### config.mk
export PLATFORM = sky130hd
export DESIGN_NAME = asc_channel
export DESIGN_NICKNAME = d
export VERILOG_FILES = /design/src/asc_channel.v /design/src/asc_baud.v
export VERILOG_INCLUDE_DIRS = /design/src
export SDC_FILE = /design/constraint.sdc
export NUM_CORES = 1
export LEC_CHECK = 0
export ABC_AREA = 1
export BUFFER_PORTS_ARGS = -buffer_cell sky130_fd_sc_hd__buf_2
export CAP_MARGIN = 20
export CORE_MARGIN = 4
export CORE_UTILIZATION = 53
export CTS_CLUSTER_SIZE = 40
export DETAILED_ROUTE_END_ITERATION = 8
export GPL_TIMING_DRIVEN = 0
export MAX_ROUTING_LAYER = met4
export PLACE_DENSITY = 0.68
export SLEW_MARGIN = 20
export SYNTH_ARGS = -nofsm -noshare
export SYNTH_HDL_FRONTEND = slang
export SYNTH_SLANG_ARGS = --single-unit
export TNS_END_PERCENT = 50
### constraint.sdc
create_clock -name mclk -period 4.4 [get_ports mclk]
set_input_delay 0.44 -clock mclk [delete_from_list [all_inputs] [get_ports mclk]]
set_output_delay 0.44 -clock mclk [all_outputs]
set_load 0.01 [all_outputs]
### src/asc_defs.vh
// Register offsets, field positions and reset values of the serial channel.
`ifndef ASC_DEFS_VH
`define ASC_DEFS_VH
`define ASC_OFS_DATA      4'h0
`define ASC_OFS_IRQ_EN    4'h1
`define ASC_OFS_LINE_CTL  4'h2
`define ASC_OFS_MODEM_CTL 4'h3
`define ASC_OFS_LINE_STAT 4'h4
`define ASC_OFS_MODEM_STA 4'h5
`define ASC_OFS_DIV_LO    4'h6
`define ASC_OFS_DIV_HI    4'h7
`define ASC_OFS_CHAN_CFG  4'h8
`define ASC_LC_WLEN_LO    0
`define ASC_LC_WLEN_HI    1
`define ASC_LC_STOP2      2
`define ASC_LC_PEN        3
`define ASC_LC_EPS        4
`define ASC_LC_SP         5
`define ASC_LC_BREAK      6
`define ASC_MC_DTR        0
`define ASC_MC_RTS        1
`define ASC_MC_OUT1       2
`define ASC_MC_OUT2       3
`define ASC_MC_DIAG       4
`define ASC_CFG_INTMODEM  0
`define ASC_IE_RXDATA     0
`define ASC_IE_TXFREE     1
`define ASC_IE_LINE       2
`define ASC_IE_MODEM      3
`define ASC_LC_RST        8'h03
`define ASC_MC_RST        8'h00
`define ASC_IE_RST        8'h00
`define ASC_CFG_RST       8'h00
`define ASC_DIV_RST       16'h0001
`define ASC_TICK_LAST     4'hf
`define ASC_TICK_MID      4'h7
`endif

### src/asc_channel.v
// One asynchronous serial channel with registers, modem control and loop.
//
// Decided for this implementation: the placing of the registers and the plain strobed port.
`timescale 1ns/1ps
`default_nettype none
`include "asc_defs.vh"
// Summary of operation
// - Frame is start bit, five to eight data bits, optional parity, 1-2 stop.
// - Transmitter sends even, odd, forced or no parity as line control picks.
// - Break request holds the serial output low while its bit stays set, outside diagnostic mode.
// - With parity and sticky set, send inverse of even select as parity.
// - Forced parity receive checks against inverse even select, flags error.
// - Parity disabled means sticky bit ignored and no parity bit at all.
// - Written data goes to holding buffer, then shift register, then out.
// - Both transmit empty flags set after reset; a data write clears both.
// - Transfer sets holding free; finishing the shift sets idle unless refilled.
// - Receiver uses the same format and flags parity mismatches.
// - Receiver flags break when its input stays low over a frame time.
// - Missing stop bit sets the framing error flag.
// - New character over an unread one sets the overrun flag.
// - Only data bits move from receive shift register to receive buffer.
// - Reset clears receive full and all four receive error flags.
// - Per character: error flags, buffer, overrun and full flag all load in the same cycle.
// - Data read clears full, parity, framing, break; status read clears overrun.
// - DMA receive request is blocked while any receive error is flagged.
// - Unmasked receive full feeds the interrupt when its enable is set.
// - Internal modem link: clear follows request, ready and carrier follow dtr.
// - Status shows each modem input level and whether it has changed.
// - Diagnostic mode: output high, loop transmit to receive, modem looped.
// - Baud divider divides by 1 to 65536 (a divisor of zero gives 65536), giving a tick at sixteen times rate.
// - Receiver samples each bit in the middle of its period.
module asc_channel #(
    parameter DIV_W = 16
) (
    input  wire       mclk,
    input  wire       srst,
    input  wire [3:0] reg_addr,
    input  wire [7:0] reg_wdata,
    input  wire       reg_wr,
    input  wire       reg_rd,
    output reg  [7:0] reg_rdata,
    input  wire       serial_in,
    output reg        serial_out,
    input  wire       clear_to_send_in_n,
    input  wire       set_ready_in_n,
    input  wire       carrier_detect_in_n,
    input  wire       call_alert_in_n,
    output reg        terminal_ready_out_n,
    output reg        request_to_send_out_n,
    output wire       rx_full_dma_req,
    output wire       rx_full_irq_src,
    output wire       tx_empty_dma_req,
    output wire       channel_irq
);
    localparam ST_IDLE = 3'd0;
    localparam ST_STRT = 3'd1;
    localparam ST_DATA = 3'd2;
    localparam ST_PAR  = 3'd3;
    localparam ST_STOP = 3'd4;
    localparam ST_BRKW = 3'd5;

    // Parity bit for a character of 5 + wl bits.
    function par_calc;
        input [7:0] d;
        input [1:0] wl;
        input       sp;
        input       even_parity_select;
        reg   [7:0] m;
        begin
            m = d & (8'hff >> (2'd3 - wl));
            if (sp)
                par_calc = ~even_parity_select;
            else
                par_calc = even_parity_select ? (^m) : ~(^m);
        end
    endfunction

    reg [7:0]       irq_en_reg;
    reg [7:0]       line_ctl_reg;
    reg [7:0]       modem_ctl_reg;
    reg [7:0]       channel_config_reg;
    reg [DIV_W-1:0] div_reg;
    reg [7:0]       tx_hold_reg;
    reg             hold_full_reg;
    reg             tx_idle_flag;
    reg [7:0]       tx_sh_reg;
    reg             tx_par_reg;
    reg [2:0]       tx_st_reg;
    reg [3:0]       tx_cnt_reg;
    reg [2:0]       tx_bit_reg;
    reg             tx_stop2_reg;
    reg [7:0]       rx_buf_reg;
    reg             rx_holding_valid;
    reg             overrun_reg;
    reg             parity_fault;
    reg             stop_bit_fault;
    reg             line_break_flag;
    reg [7:0]       rx_sh_reg;
    reg             rx_par_reg;
    reg             rx_zero_reg;
    reg [2:0]       rx_st_reg;
    reg [3:0]       rx_cnt_reg;
    reg [2:0]       rx_bit_reg;
    reg [3:0]       mdm_prev_reg;
    reg [3:0]       mdm_delta_reg;
    wire            tick16;

    wire [1:0] wlen   = line_ctl_reg[`ASC_LC_WLEN_HI:`ASC_LC_WLEN_LO];
    wire [2:0] lastb  = {1'b0, wlen} + 3'd4;
    wire       parity_enable    = line_ctl_reg[`ASC_LC_PEN];
    wire       sp_on  = parity_enable & line_ctl_reg[`ASC_LC_SP];
    wire       even_parity_select    = line_ctl_reg[`ASC_LC_EPS];
    wire       diag   = modem_ctl_reg[`ASC_MC_DIAG];
    wire       intmdm = channel_config_reg[`ASC_CFG_INTMODEM];
    wire       wr_tx  = reg_wr & (reg_addr == `ASC_OFS_DATA);
    wire       rd_rx  = reg_rd & (reg_addr == `ASC_OFS_DATA);
    wire       rd_ls  = reg_rd & (reg_addr == `ASC_OFS_LINE_STAT);
    wire       rd_ms  = reg_rd & (reg_addr == `ASC_OFS_MODEM_STA);

    asc_baud #(
        .DIV_W (DIV_W)
    ) u_baud (
        .mclk    (mclk),
        .srst    (srst),
        .divisor (div_reg),
        .tick16  (tick16)
    );

    always @(posedge mclk) begin
        if (srst) begin
            irq_en_reg         <= `ASC_IE_RST;
            line_ctl_reg       <= `ASC_LC_RST;
            modem_ctl_reg      <= `ASC_MC_RST;
            channel_config_reg <= `ASC_CFG_RST;
            div_reg            <= `ASC_DIV_RST;
        end else if (reg_wr) begin
            case (reg_addr)
                `ASC_OFS_IRQ_EN:    irq_en_reg <= reg_wdata;
                `ASC_OFS_LINE_CTL:  line_ctl_reg <= reg_wdata;
                `ASC_OFS_MODEM_CTL: modem_ctl_reg <= reg_wdata;
                `ASC_OFS_CHAN_CFG:  channel_config_reg <= reg_wdata;
                `ASC_OFS_DIV_LO:    div_reg[7:0] <= reg_wdata;
                `ASC_OFS_DIV_HI:    div_reg[DIV_W-1:8] <= reg_wdata;
                default: ;
            endcase
        end
    end

    // Transmit line level before break and diagnostic overrides.
    reg tx_line;
    always @* begin
        case (tx_st_reg)
            ST_STRT: tx_line = 1'b0;
            ST_DATA: tx_line = tx_sh_reg[0];
            ST_PAR:  tx_line = tx_par_reg;
            default: tx_line = 1'b1;
        endcase
    end

    wire tx_load = (tx_st_reg == ST_IDLE) & hold_full_reg;
    wire tx_bend = tick16 & (tx_cnt_reg == `ASC_TICK_LAST);
    wire tx_done = tx_bend & (tx_st_reg == ST_STOP) & ~tx_stop2_reg;

    always @(posedge mclk) begin
        if (srst) begin
            tx_hold_reg   <= 8'h00;
            hold_full_reg <= 1'b0;
            tx_idle_flag  <= 1'b1;
        end else begin
            if (wr_tx)
                tx_hold_reg <= reg_wdata;
            if (wr_tx)
                hold_full_reg <= 1'b1;
            else if (tx_load)
                hold_full_reg <= 1'b0;
            if (wr_tx)
                tx_idle_flag <= 1'b0;
            else if (tx_done & ~hold_full_reg)
                tx_idle_flag <= 1'b1;
        end
    end

    always @(posedge mclk) begin
        if (srst) begin
            tx_st_reg    <= ST_IDLE;
            tx_sh_reg    <= 8'h00;
            tx_par_reg   <= 1'b1;
            tx_cnt_reg   <= 4'h0;
            tx_bit_reg   <= 3'd0;
            tx_stop2_reg <= 1'b0;
        end else begin
            if (tick16)
                tx_cnt_reg <= tx_cnt_reg + 4'h1;
            case (tx_st_reg)
                ST_IDLE: begin
                    if (tx_load) begin
                        tx_sh_reg  <= tx_hold_reg;
                        tx_par_reg <= par_calc(tx_hold_reg, wlen,
                                               sp_on, even_parity_select);
                        tx_st_reg  <= ST_STRT;
                        tx_cnt_reg <= 4'h0;
                        tx_bit_reg <= 3'd0;
                    end
                end
                ST_STRT: begin
                    if (tx_bend)
                        tx_st_reg <= ST_DATA;
                end
                ST_DATA: begin
                    if (tx_bend) begin
                        tx_sh_reg  <= {1'b0, tx_sh_reg[7:1]};
                        tx_bit_reg <= tx_bit_reg + 3'd1;
                        if (tx_bit_reg == lastb) begin
                            tx_st_reg <= parity_enable ? ST_PAR : ST_STOP;
                            tx_stop2_reg <= line_ctl_reg[`ASC_LC_STOP2];
                        end
                    end
                end
                ST_PAR: begin
                    if (tx_bend)
                        tx_st_reg <= ST_STOP;
                end
                ST_STOP: begin
                    if (tx_bend) begin
                        tx_stop2_reg <= 1'b0;
                        if (!tx_stop2_reg)
                            tx_st_reg <= ST_IDLE;
                    end
                end
                default: tx_st_reg <= ST_IDLE;
            endcase
        end
    end

    // Break holds the line low only while software keeps the bit set, so
    // the caller times it to exceed one frame.
    always @(posedge mclk) begin
        if (srst)
            serial_out <= 1'b1;
        else if (diag)
            serial_out <= 1'b1;
        else if (line_ctl_reg[`ASC_LC_BREAK])
            serial_out <= 1'b0;
        else
            serial_out <= tx_line;
    end

    wire rx_src  = diag ? tx_line : serial_in;
    wire rx_mid  = tick16 & (rx_cnt_reg == `ASC_TICK_MID);
    wire rx_samp = tick16 & (rx_cnt_reg == `ASC_TICK_LAST);
    wire rx_done = rx_samp & (rx_st_reg == ST_STOP);
    wire pe_now  = parity_enable & (rx_par_reg !=
                   par_calc(rx_sh_reg, wlen, sp_on, even_parity_select));
    wire fe_now  = ~rx_src;
    wire bi_now  = rx_zero_reg & ~rx_src;

    always @(posedge mclk) begin
        if (srst) begin
            rx_st_reg   <= ST_IDLE;
            rx_cnt_reg  <= 4'h0;
            rx_bit_reg  <= 3'd0;
            rx_sh_reg   <= 8'h00;
            rx_par_reg  <= 1'b0;
            rx_zero_reg <= 1'b0;
        end else begin
            if (tick16)
                rx_cnt_reg <= rx_cnt_reg + 4'h1;
            case (rx_st_reg)
                ST_IDLE: begin
                    if (tick16 & ~rx_src) begin
                        rx_st_reg  <= ST_STRT;
                        rx_cnt_reg <= 4'h1;
                    end
                end
                ST_STRT: begin
                    // Realigning here makes later samples land mid-bit.
                    if (rx_mid) begin
                        rx_cnt_reg  <= 4'h0;
                        rx_bit_reg  <= 3'd0;
                        rx_sh_reg   <= 8'h00;
                        rx_zero_reg <= 1'b1;
                        rx_st_reg   <= rx_src ? ST_IDLE : ST_DATA;
                    end
                end
                ST_DATA: begin
                    if (rx_samp) begin
                        rx_sh_reg[rx_bit_reg] <= rx_src;
                        rx_zero_reg <= rx_zero_reg & ~rx_src;
                        rx_bit_reg  <= rx_bit_reg + 3'd1;
                        if (rx_bit_reg == lastb)
                            rx_st_reg <= parity_enable ? ST_PAR : ST_STOP;
                    end
                end
                ST_PAR: begin
                    if (rx_samp) begin
                        rx_par_reg  <= rx_src;
                        rx_zero_reg <= rx_zero_reg & ~rx_src;
                        rx_st_reg   <= ST_STOP;
                    end
                end
                ST_STOP: begin
                    if (rx_samp)
                        rx_st_reg <= rx_src ? ST_IDLE : ST_BRKW;
                end
                ST_BRKW: begin
                    if (tick16 & rx_src)
                        rx_st_reg <= ST_IDLE;
                end
                default: rx_st_reg <= ST_IDLE;
            endcase
        end
    end

    // A new character wins over a same-cycle clear from a read.
    always @(posedge mclk) begin
        if (srst) begin
            rx_buf_reg       <= 8'h00;
            rx_holding_valid <= 1'b0;
            overrun_reg      <= 1'b0;
            parity_fault     <= 1'b0;
            stop_bit_fault   <= 1'b0;
            line_break_flag  <= 1'b0;
        end else if (rx_done) begin
            parity_fault     <= pe_now;
            stop_bit_fault   <= fe_now;
            line_break_flag  <= bi_now;
            rx_buf_reg       <= rx_sh_reg;
            if (rx_holding_valid & ~rd_rx)
                overrun_reg <= 1'b1;
            else if (rd_ls)
                overrun_reg <= 1'b0;
            rx_holding_valid <= 1'b1;
        end else begin
            if (rd_rx) begin
                rx_holding_valid <= 1'b0;
                parity_fault     <= 1'b0;
                stop_bit_fault   <= 1'b0;
                line_break_flag  <= 1'b0;
            end
            if (rd_ls)
                overrun_reg <= 1'b0;
        end
    end

    // Modem inputs as asserted-high levels: cts, dsr, ri, dcd.
    reg [3:0] mdm_now;
    always @*
        if (diag)
            mdm_now = {modem_ctl_reg[`ASC_MC_OUT2],
                       modem_ctl_reg[`ASC_MC_OUT1],
                       modem_ctl_reg[`ASC_MC_DTR],
                       modem_ctl_reg[`ASC_MC_RTS]};
        else if (intmdm)
            mdm_now = {modem_ctl_reg[`ASC_MC_DTR], 1'b0,
                       modem_ctl_reg[`ASC_MC_DTR],
                       modem_ctl_reg[`ASC_MC_RTS]};
        else
            mdm_now = ~{carrier_detect_in_n, call_alert_in_n,
                        set_ready_in_n, clear_to_send_in_n};

    wire [3:0] mdm_chg = mdm_now ^ mdm_prev_reg;

    always @(posedge mclk) begin
        if (srst) begin
            mdm_prev_reg  <= 4'h0;
            mdm_delta_reg <= 4'h0;
        end else begin
            mdm_prev_reg  <= mdm_now;
            if (rd_ms)
                mdm_delta_reg <= mdm_chg;
            else
                mdm_delta_reg <= mdm_delta_reg | mdm_chg;
        end
    end

    always @(posedge mclk) begin
        if (srst) begin
            terminal_ready_out_n  <= 1'b1;
            request_to_send_out_n <= 1'b1;
        end else begin
            terminal_ready_out_n  <= diag |
                                     ~modem_ctl_reg[`ASC_MC_DTR];
            request_to_send_out_n <= diag |
                                     ~modem_ctl_reg[`ASC_MC_RTS];
        end
    end

    wire rx_err = overrun_reg | parity_fault | stop_bit_fault |
                  line_break_flag;
    wire [7:0] line_status = {1'b0, tx_idle_flag, ~hold_full_reg,
                              line_break_flag, stop_bit_fault,
                              parity_fault, overrun_reg,
                              rx_holding_valid};

    assign rx_full_dma_req  = rx_holding_valid & ~rx_err;
    assign rx_full_irq_src  = rx_holding_valid;
    assign tx_empty_dma_req = ~hold_full_reg;
    assign channel_irq = (irq_en_reg[`ASC_IE_RXDATA] & rx_full_irq_src) |
                         (irq_en_reg[`ASC_IE_TXFREE] & ~hold_full_reg) |
                         (irq_en_reg[`ASC_IE_LINE] & rx_err) |
                         (irq_en_reg[`ASC_IE_MODEM] &
                          (|mdm_delta_reg));

    always @(posedge mclk) begin
        if (srst)
            reg_rdata <= 8'h00;
        else if (reg_rd) begin
            case (reg_addr)
                `ASC_OFS_DATA:      reg_rdata <= rx_buf_reg;
                `ASC_OFS_IRQ_EN:    reg_rdata <= irq_en_reg;
                `ASC_OFS_LINE_CTL:  reg_rdata <= line_ctl_reg;
                `ASC_OFS_MODEM_CTL: reg_rdata <= modem_ctl_reg;
                `ASC_OFS_LINE_STAT: reg_rdata <= line_status;
                `ASC_OFS_MODEM_STA: reg_rdata <= {mdm_now, mdm_delta_reg};
                `ASC_OFS_DIV_LO:    reg_rdata <= div_reg[7:0];
                `ASC_OFS_DIV_HI:    reg_rdata <= div_reg[DIV_W-1:8];
                `ASC_OFS_CHAN_CFG:  reg_rdata <= channel_config_reg;
                default:            reg_rdata <= 8'h00;
            endcase
        end else
            reg_rdata <= 8'h00;
    end
endmodule
`default_nettype wire

### src/asc_baud.v
// Baud divider producing a one-cycle tick at sixteen times the bit rate.
`timescale 1ns/1ps
`default_nettype none
module asc_baud #(
    parameter DIV_W = 16
) (
    input  wire             mclk,
    input  wire             srst,
    input  wire [DIV_W-1:0] divisor,
    output reg              tick16
);
    reg [DIV_W-1:0] cnt_reg;
    wire [DIV_W-1:0] last = divisor - {{(DIV_W-1){1'b0}}, 1'b1};

    // A divisor of zero wraps to the longest period instead of stalling.
    always @(posedge mclk) begin
        if (srst) begin
            cnt_reg <= {DIV_W{1'b0}};
            tick16  <= 1'b0;
        end else if (cnt_reg >= last) begin
            cnt_reg <= {DIV_W{1'b0}};
            tick16  <= 1'b1;
        end else begin
            cnt_reg <= cnt_reg + {{(DIV_W-1){1'b0}}, 1'b1};
            tick16  <= 1'b0;
        end
    end
endmodule
`default_nettype wire

==> flow_summary.toml <==
[sta]
rsz0062_at_grt = "false"
fin_skew_ns = 0.01166
fin_setup_tns_ns = 0
drv_slew = 0
worst_slew_pin_slew_ns = 0.8425
fin_crit_ns = 3.355
post-route-period-util_pct = 76.25
finalHoldViolations = 0
setup_violations = 0
max-slew-margin-rel_pct = 43.83
timing.fmax_mhz = 298.1
layout_setup_ws_ns = 1.045

[synth]
ys_seq_area_share_pct = 39.87
async_flop_share_pct = 0
ys_ff_latch = 147
syn_avg_cell_area_um2 = 7.330
synth_ff_type = "dfxtp_1"
yosysWarnings = 0
synthDistinctLibCells = 49
synthesis.nets = 1050
synth-edff-count = 0
synthesis.area_mm2 = 0.007381
synth_cells = 1007

[critical_path]
crit_chain = "inv_1, ha_1, nand3_2, nor3_2, nand3_1, nor2_1, nand2_1, nor2_1, xor2_1, inv_1, ha_1, nand2_1, inv_1, nand3_1, nor3_1, nand3_1, nand4_1, buf_2, nor2_1"
path_delay_family = "simple AND/OR/NAND/NOR gates"
slowest_delay_ns = 0.31
critPathKind = "reg -> reg"
cp.required_ns = 4.72
cp_num_buf_inv = 4
crit_fanout = 10
endpoint_kind = "flop"
crit_arrival_ns = 3.67
reg2regPathDepth = 19
crit_path_start_kind = "flop"
rr_endpoint = "u_baud.cnt_reg[15]"
cp_slowest_cell = "dfxtp_1"
r2r_slack_ns = 1.04
startpoint = "div_reg[0]"
reg2reg_from = "div_reg[0]"

[clock_tree]
cts_root_buf = "clkbuf_16"
postCtsSetupRepairBufs = 0
cts_tree = "done"
cts.sinks = 147
ctsLongestPathBuffers = 2
htree_levels = 4
numCtsBuffers = 17
clk_latency_ns = 0.43
clk_pin_slew_worst_paths_ns = 0.06
cts_hold_buf = 0
cts_resized = 0

[layout]
final_nets = 1104
drive_gt1_share_pct = 13.50
final_common_cell = "nand2_1"
syn2layout_area_growth_pct = 13.46
n_antenna_cell = 0
layout_common_cells = "nand2_1, dfxtp_1, inv_1"

[grt]
grt_pass1_vias = 6452
antenna_found_initial = 0
grt_max_degree = 17
grt_usage_pct = 26.58
grt-ovfl-total = 0
grt_pass1_wl_um = 32570

[placement]
dp_slack_ns = 1.009
gp_congestion = 0.9921
portBuffers = 35
hpwl_um = 14910

[power_and_ir_drop]
power.internal_uw = 2499
power_frac_comb_pct = 19.7
pwr-share-clk_pct = 39.9
p_sw_share_pct = 32.41
vdd_ir_drop_max_mv = 0.4352
seqPwrFrac_pct = 40.4
leakagePower_uw = 0.003388
p_switching_uw = 1198
cellPowerDensity_mw_per_mm2 = 441.5

[route]
dr.pass1.iters = 5
drtAntennaViolNets = 0
drc = 0
drt_iter0_markers = 699
num_vias = 6824
wl_per_cell_um = 16.12
routed_wirelength_um = 20150
viasPerCell = 5.459

[floorplanning]
initial_utilization_pct = 54.86
io_pins = 36
core_mm2 = 0.01345
design.die.area_mm2 = 0.01588
rows = 42
die_height_um = 126.0
fp.dieW_um = 126.0

[run]
drv_cap = 0

[hold_path]
min_path_type = "in -> reg"
min_to = "mdm_prev_reg[2]"
worstHoldStart = "call_alert_in_n"
hold_depth = 4

[status]
status = "complete, no violations"
==> kinds of logic (layout without fill, tap and decap cells) <==
family / count (synthesis) / count (layout) / synth area share [%]
DFF: 147 / 147 / 39.87
AOI/OAI and AO/OA: 260 / 260 / 19.44
and+or+nand+nor: 372 / 372 / 23.41
buffers and inverters: 167 / 234 / 8.916
xor gates and xnor gates: 39 / 39 / 4.628
adders and majority gates: 22 / 22 / 3.729
==> cells in the mapped netlist, types with 2 or more instances <==
library cell	count	share of area, %
o211ai_1	3	0.31
buf_2	9	0.61
nand3_2	3	0.41
a211oi_1	8	0.81
nand2b_1	2	0.17
nor4_1	3	0.25
nor3_1	15	1.0
o21ai_1	12	0.81
nand2_1	176	9.0
xnor2_1	15	1.8
a31oi_1	10	0.85
nand4_1	16	1.4
inv_1	118	6.0
o21bai_1	2	0.20
inv_2	20	1.0
a221oi_1	3	0.36
clkbuf_1	12	0.61
a21oi_1	114	7.7
nor2_4	3	0.46
nor2_1	68	3.5
nor2_2	17	1.4
o22ai_1	21	1.8
nor3_2	5	0.68
nand2_2	7	0.59
xor2_1	24	2.8
o21a_1	4	0.41
buf_1	4	0.20
nand2_4	3	0.46
ha_1	22	3.7
buf_4	2	0.20
nand3_1	49	3.3
dfxtp_1	147	40
o21ai_0	74	5.0
==> worst max path at each step <==
stage / to / cells past startpoint
5_1_grt: u_baud.cnt_reg[15] / 19
3_3_place_gp: u_baud.cnt_reg[15] / 19
3_5_place_dp: u_baud.cnt_reg[15] / 19
2_1_floorplan: u_baud.cnt_reg[15] / 19
6_report: u_baud.cnt_reg[15] / 19
4_1_cts: u_baud.cnt_reg[15] / 19
==> area by class of cell <==
class | count | area, um2
Inverter | 139 | 526.8
Clock buffer | 17 | 425.4
Timing Repair Buffer | 35 | 175.2
Tap cell | 176 | 220.2
Multi-Input combinational cell | 693 | 3780
Sequential cell | 147 | 2943
Clock inverter | 15 | 172.7
Fill cell | 1266 | 5079
Buffer | 28 | 131.4
==> power groups by stage <==
stage               combinational [uW]  clock, uW  sequential [uW]
global placement                   716          0             1520
detailed placement                 723          0             1520
floorplan                          567          0             1500
finish                             729       1480             1490
global route                       830       1550             1500
CTS                                727       1490             1490
==> per-layer routing <==
| metal | part of all wire [%] | vias up | GRT usage, % |
|---|---|---|---|
| met4 | 2.8 | 0 | 9.464 |
| met5 | 0 | - | - |
| met1 | 45 | 3058 | 34.68 |
| met2 | 44 | 250 | 40.31 |
| met3 | 8.3 | 46 | 6.520 |
| li1 | - | 3470 | - |
==> through the flow <==
| step | cells | power (uW) | hold slack (ns) | area, um2 | util (%) |
|---|---|---|---|---|---|
| detailed placement | 1218 | 2244 | 0.4194 | 7776 | 57.80 |
| finish | 1250 | 3698 | 0.3105 | 8374 | 62.25 |
| floorplan | 1007 | 2070 | 0.3792 | 7381 | - |
| global route | 1250 | 3881 | 0.3417 | 8374 | 62.25 |
| CTS | 1250 | 3704 | 0.2991 | 8374 | 62.25 |
| global placement | 1218 | 2236 | 0.4113 | 7776 | 57.80 |
==> worst min-delay path: cells and delay by family <==
family	cells	cell delay (ns)
buffers and inverters	2	0.10
and+or+nand+nor	1	0.08
AOI/OAI and AO/OA	1	0.07
No activity file was read; power rests on OpenSTA's default activity.
